File: src/verilog/sad_pkg.sv
// constants and types shared by the scalar alu format decoder
package sad_pkg;

  typedef enum logic [1:0] {FMT_NONE, FMT_TWO_SRC, FMT_IMM, FMT_ONE_SRC} sad_fmt_t;

  typedef enum logic [3:0] {
    OPK_SCALAR_GENERAL_REGISTER, OPK_VECTOR_CONDITION_LOW_HALF, OPK_VECTOR_CONDITION_HIGH_HALF, OPK_TRAP, OPK_M0, OPK_NULL, OPK_EXECUTE_MASK_LOW_HALF,
    OPK_EXECUTE_MASK_HIGH_HALF, OPK_CONST, OPK_APERTURE, OPK_LITERAL, OPK_IMM, OPK_RESERVED
  } sad_opk_t;

  typedef enum logic [0:0] {ST_IDLE, ST_LIT} sad_st_t;

  // fixed format patterns
  localparam logic [8:0] ONE_SRC_PAT = 9'h17D;
  localparam logic [3:0] IMM_PAT     = 4'hB;
  localparam logic [1:0] TWO_SRC_PAT = 2'h2;

  // operand code boundaries
  localparam logic [7:0] CODE_SCALAR_GENERAL_REGISTER_LAST = 8'h69;
  localparam logic [7:0] CODE_VECTOR_CONDITION_LOW_HALF    = 8'h6A;
  localparam logic [7:0] CODE_VECTOR_CONDITION_HIGH_HALF    = 8'h6B;
  localparam logic [7:0] CODE_TRAP_LAST = 8'h7B;
  localparam logic [7:0] CODE_M0        = 8'h7C;
  localparam logic [7:0] CODE_NULL      = 8'h7D;
  localparam logic [7:0] CODE_EXECUTE_MASK_LOW_HALF   = 8'h7E;
  localparam logic [7:0] CODE_EXECUTE_MASK_HIGH_HALF   = 8'h7F;
  localparam logic [7:0] CODE_ZERO      = 8'h80;
  localparam logic [7:0] CODE_POS_LAST  = 8'hC0;
  localparam logic [7:0] CODE_NEG_LAST  = 8'hD0;
  localparam logic [7:0] CODE_APER_1ST  = 8'hEB;
  localparam logic [7:0] CODE_APER_LAST = 8'hEE;
  localparam logic [7:0] CODE_LITERAL   = 8'hFF;

  // apb register map and reset values
  localparam logic [7:0]  ADDR_CTRL     = 8'h00;
  localparam logic [7:0]  ADDR_STATUS   = 8'h04;
  localparam logic [7:0]  ADDR_LAST     = 8'h08;
  localparam logic        CTRL_EN_RST   = 1'b1;
  localparam int          CTRL_EN_BIT   = 0;
  localparam int          CTRL_BUSY_BIT = 1;

endpackage

File: src/verilog/sad_operand_map.sv
// maps an 8-bit operand code onto its operand kind, index and constant value
`timescale 1ns/1ps
module sad_operand_map
  import sad_pkg::*;
(
  input  logic [7:0]  code_i,
  output sad_opk_t    kind_o,
  output logic [6:0]  index_o,
  output logic [31:0] value_o,
  output logic        literal_o,
  output logic        reserved_o
);

  // code ranges are checked from the bottom up so each branch sees one range
  always_comb
  begin
    kind_o     = OPK_RESERVED;
    index_o    = 7'h00;
    value_o    = 32'h0000_0000;
    literal_o  = 1'b0;
    reserved_o = 1'b0;
    if (code_i <= CODE_SCALAR_GENERAL_REGISTER_LAST)
    begin
      kind_o  = OPK_SCALAR_GENERAL_REGISTER;
      index_o = code_i[6:0];
    end
    else if (code_i == CODE_VECTOR_CONDITION_LOW_HALF)
      kind_o = OPK_VECTOR_CONDITION_LOW_HALF;
    else if (code_i == CODE_VECTOR_CONDITION_HIGH_HALF)
      kind_o = OPK_VECTOR_CONDITION_HIGH_HALF;
    else if (code_i <= CODE_TRAP_LAST)
    begin
      kind_o  = OPK_TRAP;
      index_o = 7'(code_i - CODE_VECTOR_CONDITION_HIGH_HALF - 8'h01);
    end
    else if (code_i == CODE_M0)
      kind_o = OPK_M0;
    else if (code_i == CODE_NULL)
      kind_o = OPK_NULL;
    else if (code_i == CODE_EXECUTE_MASK_LOW_HALF)
      kind_o = OPK_EXECUTE_MASK_LOW_HALF;
    else if (code_i == CODE_EXECUTE_MASK_HIGH_HALF)
      kind_o = OPK_EXECUTE_MASK_HIGH_HALF;
    else if (code_i <= CODE_POS_LAST)
    begin
      kind_o  = OPK_CONST;
      value_o = 32'(code_i - CODE_ZERO);
    end
    else if (code_i <= CODE_NEG_LAST)
    begin
      kind_o  = OPK_CONST;
      value_o = 32'h0000_0000 - 32'(code_i - CODE_POS_LAST);
    end
    else if (code_i >= CODE_APER_1ST && code_i <= CODE_APER_LAST)
    begin
      kind_o  = OPK_APERTURE;
      index_o = 7'(code_i - CODE_APER_1ST);
    end
    else if (code_i == CODE_LITERAL)
    begin
      kind_o    = OPK_LITERAL;
      literal_o = 1'b1;
    end
    else
      reserved_o = 1'b1;
  end

endmodule // sad_operand_map

File: src/verilog/sad_decoder.sv
// scalar alu format decoder with literal fetch and apb status registers
//
// Added by the designer: the register offsets and register access over APB.
`timescale 1ns/1ps
module sad_decoder
  import sad_pkg::*;
(
  input  logic        CLOCK_I,
  input  logic        RST_N_I,
  input  logic        INSTR_VALID_I,
  input  logic [31:0] INSTR_WORD_I,
  output logic        INSTR_READY_O,
  input  logic [31:0] APER_SHARED_APERTURE_BASE_I,
  input  logic [31:0] APER_SHARED_APERTURE_LIMIT_I,
  input  logic [31:0] APER_PRIVATE_APERTURE_BASE_I,
  input  logic [31:0] APER_PRIVATE_APERTURE_LIMIT_I,
  output logic        DEC_VALID_O,
  output sad_fmt_t    DEC_FORMAT_O,
  output logic [7:0]  DEC_OPCODE_O,
  output logic        DEC_ILLEGAL_O,
  output logic        DEC_HAS_LITERAL_O,
  output logic        DEC_SRC0_USED_O,
  output sad_opk_t    DEC_SRC0_KIND_O,
  output logic [6:0]  DEC_SRC0_INDEX_O,
  output logic [31:0] DEC_SRC0_VALUE_O,
  output logic        DEC_SRC1_USED_O,
  output sad_opk_t    DEC_SRC1_KIND_O,
  output logic [6:0]  DEC_SRC1_INDEX_O,
  output logic [31:0] DEC_SRC1_VALUE_O,
  output sad_opk_t    DEC_DST_KIND_O,
  output logic [6:0]  DEC_DST_INDEX_O,
  input  logic        PSEL,
  input  logic        PENABLE,
  input  logic        PWRITE,
  input  logic [7:0]  PADDR,
  input  logic [31:0] PWDATA,
  output logic [31:0] PRDATA,
  output logic        PREADY,
  output logic        PSLVERR
);

  typedef struct packed {
    sad_st_t     state;
    logic [31:0] word;
    logic        enable;
    logic [15:0] dec_count;
    logic [15:0] ill_count;
    logic [31:0] rdata;
    logic        err;
    logic        valid;
    sad_fmt_t    fmt;
    logic [7:0]  opcode;
    logic        illegal;
    logic        has_lit;
    logic        s0_used;
    sad_opk_t    s0_kind;
    logic [6:0]  s0_idx;
    logic [31:0] s0_val;
    logic        s1_used;
    sad_opk_t    s1_kind;
    logic [6:0]  s1_idx;
    logic [31:0] s1_val;
    sad_opk_t    d_kind;
    logic [6:0]  d_idx;
  } sad_state_t;

  sad_state_t  st_reg;
  sad_state_t  st_next;
  logic [31:0] cur;
  sad_fmt_t    fmt;
  logic [7:0]  opcode;
  logic [7:0]  src1_code;
  sad_opk_t    k0;
  sad_opk_t    k1;
  sad_opk_t    kd;
  logic [6:0]  i0;
  logic [6:0]  i1;
  logic [6:0]  id;
  logic [31:0] v0;
  logic [31:0] v1;
  logic        l0;
  logic        l1;
  logic        r0;
  logic        r1;
  logic        s0_map;
  logic        s1_used;
  logic        need_lit;
  logic        accept;
  logic        idle;

  // longest pattern wins: all three formats share the leading 10
  function automatic sad_fmt_t fmt_of(input logic [31:0] w);
    if (w[31:23] == ONE_SRC_PAT)
      return FMT_ONE_SRC;
    else if (w[31:28] == IMM_PAT)
      return FMT_IMM;
    else if (w[31:30] == TWO_SRC_PAT)
      return FMT_TWO_SRC;
    else
      return FMT_NONE;
  endfunction

  // opcode sits between the format pattern and the destination field, except in the one-source form where it is bits 15:8
  function automatic logic [7:0] opcode_of(input logic [31:0] w, input sad_fmt_t f);
    case (f)
      FMT_TWO_SRC: return {1'b0, w[29:23]};
      FMT_IMM:     return {3'h0, w[27:23]};
      FMT_ONE_SRC: return w[15:8];
      default:     return 8'h00;
    endcase
  endfunction

  // listed opcodes per format; anything else is illegal
  function automatic logic op_legal(input sad_fmt_t f, input logic [7:0] op);
    case (f)
      FMT_TWO_SRC: return (op <= 8'h0B) || (op >= 8'h0E && op <= 8'h2A) || op == 8'h2C
                          || (op >= 8'h2E && op <= 8'h36);
      FMT_IMM:     return (op <= 8'h10) || op == 8'h12 || op == 8'h13 || (op >= 8'h15 && op <= 8'h1C);
      FMT_ONE_SRC: return (op >= 8'h03 && op <= 8'h22) || (op >= 8'h24 && op <= 8'h31) || op == 8'h34
                          || (op >= 8'h37 && op <= 8'h47) || op == 8'h49;
      default:     return 1'b0;
    endcase
  endfunction

  // compare and add/mul immediates read the destination as a second input
  function automatic logic imm_two_input(input logic [7:0] op);
    return op >= 8'h03 && op <= 8'h10;
  endfunction

  // final operand value: constants from the map, apertures and literal from outside
  function automatic logic [31:0] pick_value(input sad_opk_t k, input logic [6:0] idx, input logic [31:0] mv,
                                             input logic [31:0] lit, input logic [31:0] a0, input logic [31:0] a1,
                                             input logic [31:0] a2, input logic [31:0] a3);
    case (k)
      OPK_CONST:    return mv;
      OPK_LITERAL:  return lit;
      OPK_APERTURE: return idx[1] ? (idx[0] ? a3 : a2) : (idx[0] ? a1 : a0);
      default:      return 32'h0000_0000;
    endcase
  endfunction

  // decode the word being taken, or the held word while the literal is awaited
  assign idle      = st_reg.state == ST_IDLE;
  assign cur       = idle ? INSTR_WORD_I : st_reg.word;
  assign fmt       = fmt_of(cur);
  assign opcode    = opcode_of(cur, fmt);
  assign src1_code = (fmt == FMT_IMM) ? {1'b0, cur[22:16]} : cur[15:8];
  assign s0_map    = fmt == FMT_TWO_SRC || fmt == FMT_ONE_SRC;
  assign s1_used   = fmt == FMT_TWO_SRC || (fmt == FMT_IMM && imm_two_input(opcode));
  assign need_lit  = (s0_map && l0) || (fmt == FMT_TWO_SRC && l1);
  assign accept    = INSTR_VALID_I && INSTR_READY_O;

  sad_operand_map u_map_src0 (
    .code_i     (cur[7:0]),
    .kind_o     (k0),
    .index_o    (i0),
    .value_o    (v0),
    .literal_o  (l0),
    .reserved_o (r0)
  );

  sad_operand_map u_map_src1 (
    .code_i     (src1_code),
    .kind_o     (k1),
    .index_o    (i1),
    .value_o    (v1),
    .literal_o  (l1),
    .reserved_o (r1)
  );

  // destination field is seven bits, so only codes 0-127 can be named
  sad_operand_map u_map_dst (
    .code_i     ({1'b0, cur[22:16]}),
    .kind_o     (kd),
    .index_o    (id),
    .value_o    (),
    .literal_o  (),
    .reserved_o ()
  );

  // next state: instruction capture, literal wait, result and apb
  always_comb
  begin
    logic        issue;
    logic [31:0] lit;
    logic        clr;
    issue = 1'b0;
    lit   = 32'h0000_0000;
    clr   = 1'b0;
    st_next = st_reg;
    st_next.valid = 1'b0;
    case (st_reg.state)
      ST_IDLE:
      begin
        if (accept)
        begin
          st_next.word = INSTR_WORD_I;
          if (need_lit)
            st_next.state = ST_LIT;
          else
            issue = 1'b1;
        end
      end
      ST_LIT:
      begin
        if (accept)
        begin
          lit   = INSTR_WORD_I;
          issue = 1'b1;
          st_next.state = ST_IDLE;
        end
      end
      default: st_next.state = ST_IDLE;
    endcase
    if (PSEL && PENABLE && PWRITE && PADDR == ADDR_CTRL)
      st_next.enable = PWDATA[CTRL_EN_BIT];
    clr = PSEL && PENABLE && PWRITE && PADDR == ADDR_STATUS;
    // a decode in the clearing cycle still counts
    if (clr)
    begin
      st_next.dec_count = 16'h0000;
      st_next.ill_count = 16'h0000;
    end
    if (issue)
    begin
      st_next.valid   = 1'b1;
      st_next.fmt     = fmt;
      st_next.opcode  = opcode;
      st_next.has_lit = need_lit;
      st_next.illegal = !op_legal(fmt, opcode) || (s0_map && r0) || (fmt == FMT_TWO_SRC && r1);
      st_next.s0_used = fmt != FMT_NONE;
      st_next.s0_kind = (fmt == FMT_IMM) ? OPK_IMM : k0;
      st_next.s0_idx  = (fmt == FMT_IMM) ? 7'h00 : i0;
      st_next.s0_val  = (fmt == FMT_IMM) ? {{16{cur[15]}}, cur[15:0]}
                        : pick_value(k0, i0, v0, lit, APER_SHARED_APERTURE_BASE_I, APER_SHARED_APERTURE_LIMIT_I,
                                     APER_PRIVATE_APERTURE_BASE_I, APER_PRIVATE_APERTURE_LIMIT_I);
      st_next.s1_used = s1_used;
      st_next.s1_kind = k1;
      st_next.s1_idx  = i1;
      st_next.s1_val  = pick_value(k1, i1, v1, lit, APER_SHARED_APERTURE_BASE_I, APER_SHARED_APERTURE_LIMIT_I,
                                   APER_PRIVATE_APERTURE_BASE_I, APER_PRIVATE_APERTURE_LIMIT_I);
      st_next.d_kind  = kd;
      st_next.d_idx   = id;
      st_next.dec_count = 16'(st_next.dec_count + 16'h0001);
      if (st_next.illegal)
        st_next.ill_count = 16'(st_next.ill_count + 16'h0001);
    end
    // read data and error latched in the setup phase, answered with no wait
    if (PSEL && !PENABLE)
    begin
      st_next.err   = 1'b0;
      st_next.rdata = 32'h0000_0000;
      if (PADDR == ADDR_CTRL)
      begin
        st_next.rdata[CTRL_EN_BIT]   = st_reg.enable;
        st_next.rdata[CTRL_BUSY_BIT] = !idle;
      end
      else if (PADDR == ADDR_STATUS)
        st_next.rdata = {st_reg.ill_count, st_reg.dec_count};
      else if (PADDR == ADDR_LAST)
        st_next.err = PWRITE;
      else
        st_next.err = 1'b1;
      if (PADDR == ADDR_LAST && !PWRITE)
        st_next.rdata = st_reg.word;
    end
  end

  // single register bank for all state
  always_ff @(posedge CLOCK_I or negedge RST_N_I)
  begin
    if (!RST_N_I)
    begin
      st_reg        <= '0;
      st_reg.state  <= ST_IDLE;
      st_reg.enable <= CTRL_EN_RST;
    end
    else
      st_reg <= st_next;
  end

  // outputs straight from the state register, except PREADY tied high and PSLVERR gated by PSEL and PENABLE
  assign INSTR_READY_O     = st_reg.enable;
  assign DEC_VALID_O       = st_reg.valid;
  assign DEC_FORMAT_O      = st_reg.fmt;
  assign DEC_OPCODE_O      = st_reg.opcode;
  assign DEC_ILLEGAL_O     = st_reg.illegal;
  assign DEC_HAS_LITERAL_O = st_reg.has_lit;
  assign DEC_SRC0_USED_O   = st_reg.s0_used;
  assign DEC_SRC0_KIND_O   = st_reg.s0_kind;
  assign DEC_SRC0_INDEX_O  = st_reg.s0_idx;
  assign DEC_SRC0_VALUE_O  = st_reg.s0_val;
  assign DEC_SRC1_USED_O   = st_reg.s1_used;
  assign DEC_SRC1_KIND_O   = st_reg.s1_kind;
  assign DEC_SRC1_INDEX_O  = st_reg.s1_idx;
  assign DEC_SRC1_VALUE_O  = st_reg.s1_val;
  assign DEC_DST_KIND_O    = st_reg.d_kind;
  assign DEC_DST_INDEX_O   = st_reg.d_idx;
  assign PRDATA            = st_reg.rdata;
  assign PREADY            = 1'b1;
  assign PSLVERR           = PSEL && PENABLE && st_reg.err;
endmodule // sad_decoder

File: config.mk
export PLATFORM = sky130hd
export DESIGN_NAME = sad_decoder
export DESIGN_NICKNAME = d
export VERILOG_FILES = /design/src/verilog/sad_pkg.sv /design/src/verilog/sad_operand_map.sv /design/src/verilog/sad_decoder.sv
export SDC_FILE = /design/constraint.sdc
export NUM_CORES = 1
export LEC_CHECK = 0
export BUFFER_PORTS_ARGS = -buffer_cell sky130_fd_sc_hd__clkbuf_2
export CORE_MARGIN = 4
export CORE_UTILIZATION = 51
export CTS_CLUSTER_DIAMETER = 50
export DETAILED_ROUTE_END_ITERATION = 12
export PLACE_DENSITY = 0.88
export SETUP_SLACK_MARGIN = 0.1
export SKIP_LAST_GASP = 1
export SYNTH_ARGS = -nofsm -noshare
export SYNTH_HDL_FRONTEND = slang
export SYNTH_HIERARCHICAL = 1
export SYNTH_SLANG_ARGS = --single-unit
File: constraint.sdc
create_clock -name CLOCK_I -period 6.1 [get_ports CLOCK_I]
set_input_delay 0.915 -clock CLOCK_I [delete_from_list [all_inputs] [get_ports CLOCK_I]]
set_output_delay 0.915 -clock CLOCK_I [all_outputs]
set_load 0.01 [all_outputs]
==> results.yml <==
outcome:
  outcome: "finished, final reports clean"
flow_run:
  drv_cap: 0
die:
  die_h_um: 188
  die_area_um2: 35400
  die-width_um: 188
  start_util_pct: 52.1
  core_area_um2: 31800
  rows: 65
  io_pins: 353
power_and_ir_drop:
  p_seq_share_pct: 38.7
  p_clk_share_pct: 39.4
  ir_drop_v: 0.000182
  powerDensity_nw_per_um2: 218
  p_int_mw: 2.77
  p_leak_nw: 8.55
  p_comb_share_pct: 21.9
  power.switching_mw: 1.25
  p_total_mw: 4.02
  switching_share_pct: 31.0
layout:
  nets: 2208
  utilization_pct: 57.9
  largest_reg_flops: 66
  drive_gt1_share_pct: 30.1
  area_delta_synth_final_pct: 11.1
  n_antenna_cell: 0
  fillers: 2815
min_path:
  hold_path.class: "input pin to async pin"
global_route:
  antenna_found_initial: 0
  grt-ovfl-total: 0
  grt_max_degree: 112
  grt_pass1_vias: 15000
  grt_pass1_wl_um: 89300
  gr-usage-all-layers_pct: 31.7
clock_network:
  cts_tree: "done"
  ctsHoldBuffers: 0
  clockBufferDepth: 3
  clk_latency_ns: 0.55
  post_cts_resized: 0
  cts_post_setup_buffers_inserted: 0
  cts_htree_levels: 1
  numCtsBuffers: 27
  clk_pin_slew_ns: 0.06
  cts_root_buf: "clkbuf_16"
  cts.sinks: 211
setup_path:
  reg2reg_depth: 21
  worstPathRequired_ns: 6.54
  end_kind: "flip-flop"
  crit_type: "flip-flop to flip-flop"
  crit_fanout: 27
  cp-start-kind: "flip-flop"
  rr_startpoint: "st_reg[210]$_DFF_PN0_"
  arrival_ns: 6.03
  r2r_end: "st_reg[160]$_DFF_PN0_"
  reg2reg_setup_slack_ns: 0.51
route:
  routedWlPerCell_um: 24.1
  ant_nets: 0
  drcViolationCount: 0
  firstDrtPassIters: 8
  viasPerCell: 6.46
  drt_wl_total_um: 58100
  num_vias: 15600
  drtIter0Drc: 1986
timing:
  rsz0062_at_grt: "no"
  max_slew_margin_pct: 13.4
  post-route-period-util_pct: 91.6
  whs_ns: 0.422
  max_clock_freq_ghz: 0.179
  slew_viol_final: 0
  hold_viol: 0
  fin_crit_ns: 5.59
  setup_viol: 0
  finClkSkew_ns: 0.0267
  worst_pin_slew_ns: 1.29
  tns_ns: 0
synth:
  ys_warn_count: 6
  synth_area_per_cell_um2: 9.02
  syn-cell-area_um2: 16600
  netlist_instances: 1837
placement:
  gp_congestion: 1.00
  io_buffers: 320
  dp_hpwl_um: 44700
[cell type report]
class                      instances  area [um2]  share of cell area (%)
clock buffer                      37         763                    4.14
clock inverter                    13         130                   0.706
inverter                          34         133                   0.720
multi-input combinational       1303        9470                    51.4
sequential                       211        5280                    28.7
tap                              435         544                    2.95
timing repair buffer             376        2090                    11.4
[through the flow]
step | cells | cell area [um2] | setup WS (ns)
after floorplan | 1838 | 16600 | 0.272
after global placement | 2359 | 17500 | 0.484
after detailed placement | 2359 | 17500 | 0.367
after CTS | 2409 | 18400 | 0.611
after global routing | 2409 | 18400 | 0.218
final | 2409 | 18400 | 0.510
[power by group through the flow]
stage               Sequential (mW)  Clock, mW  Combinational [mW]
finish                         1.56       1.58               0.880
global route                   1.56       1.68               0.944
CTS                            1.55       1.61               0.866
detailed placement             1.58          0               0.862
global placement               1.57          0               0.849
floorplan                      1.55          0               0.603
[critical path: stages, from the launching register on]
cell      delay (ns)
dfrtp_2         0.61
buf_4           0.29
or3b_4          0.42
a22o_1          0.28
nand2_1         0.28
nor2_1          0.09
a21oi_1         0.13
buf_4           0.20
inv_1           0.08
buf_4           0.15
ha_1            0.28
a21boi_0        0.32
o21ai_4         0.16
nand3b_1        0.24
nor2_1          0.14
a21oi_1         0.09
nor2_1          0.11
nor2_1          0.06
o2111a_1        0.14
or3_1           0.65
or4_1           0.57
a21oi_1         0.19
[per-layer routing]
layer	vias up	wire length, um	track usage [%]
met5	-	0	0
met4	0	2800	12.7
met3	163	5840	5.76
met2	986	26700	51.0
met1	7517	22800	42.8
li1	6888	-	-
[cells in the final DEF, fill, tap and decap left out, types with 10 or more instances in the layout]
cell type,count
a211oi_1,24
a21o_1,26
a21oi_1,78
a221oi_1,66
a222oi_1,33
a31oi_1,12
and2_1,12
and3_1,42
buf_4,51
clkbuf_16,27
clkbuf_2,319
dfrtp_1,209
ha_1,49
inv_1,32
mux2_2,60
mux2i_1,10
mux4_2,64
nand2_1,226
nand2b_1,15
nand3_1,42
nand4_1,26
nor2_1,184
nor3_1,19
o21a_1,21
o21ai_0,87
o31ai_1,20
or4_1,11
xnor2_1,20
xor2_1,11
[how the worst max path moves through the flow]
stage | startpoint | end | slack (ns)
2_1_floorplan | INSTR_WORD_I[30] | DEC_SRC1_VALUE_O[10]$_DFFE_PN0P_ | 0.27
3_3_place_gp | INSTR_WORD_I[23] | st_reg[151]$_DFF_PN0_ | 0.48
3_5_place_dp | INSTR_WORD_I[23] | st_reg[160]$_DFF_PN0_ | 0.37
4_1_cts | st_reg[210]$_DFF_PN0_ | st_reg[160]$_DFF_PN0_ | 0.61
5_1_grt | st_reg[210]$_DFF_PN0_ | st_reg[150]$_DFF_PN0_ | 0.22
6_report | st_reg[210]$_DFF_PN0_ | st_reg[160]$_DFF_PN0_ | 0.51
Power figures use the tool's default switching activity.
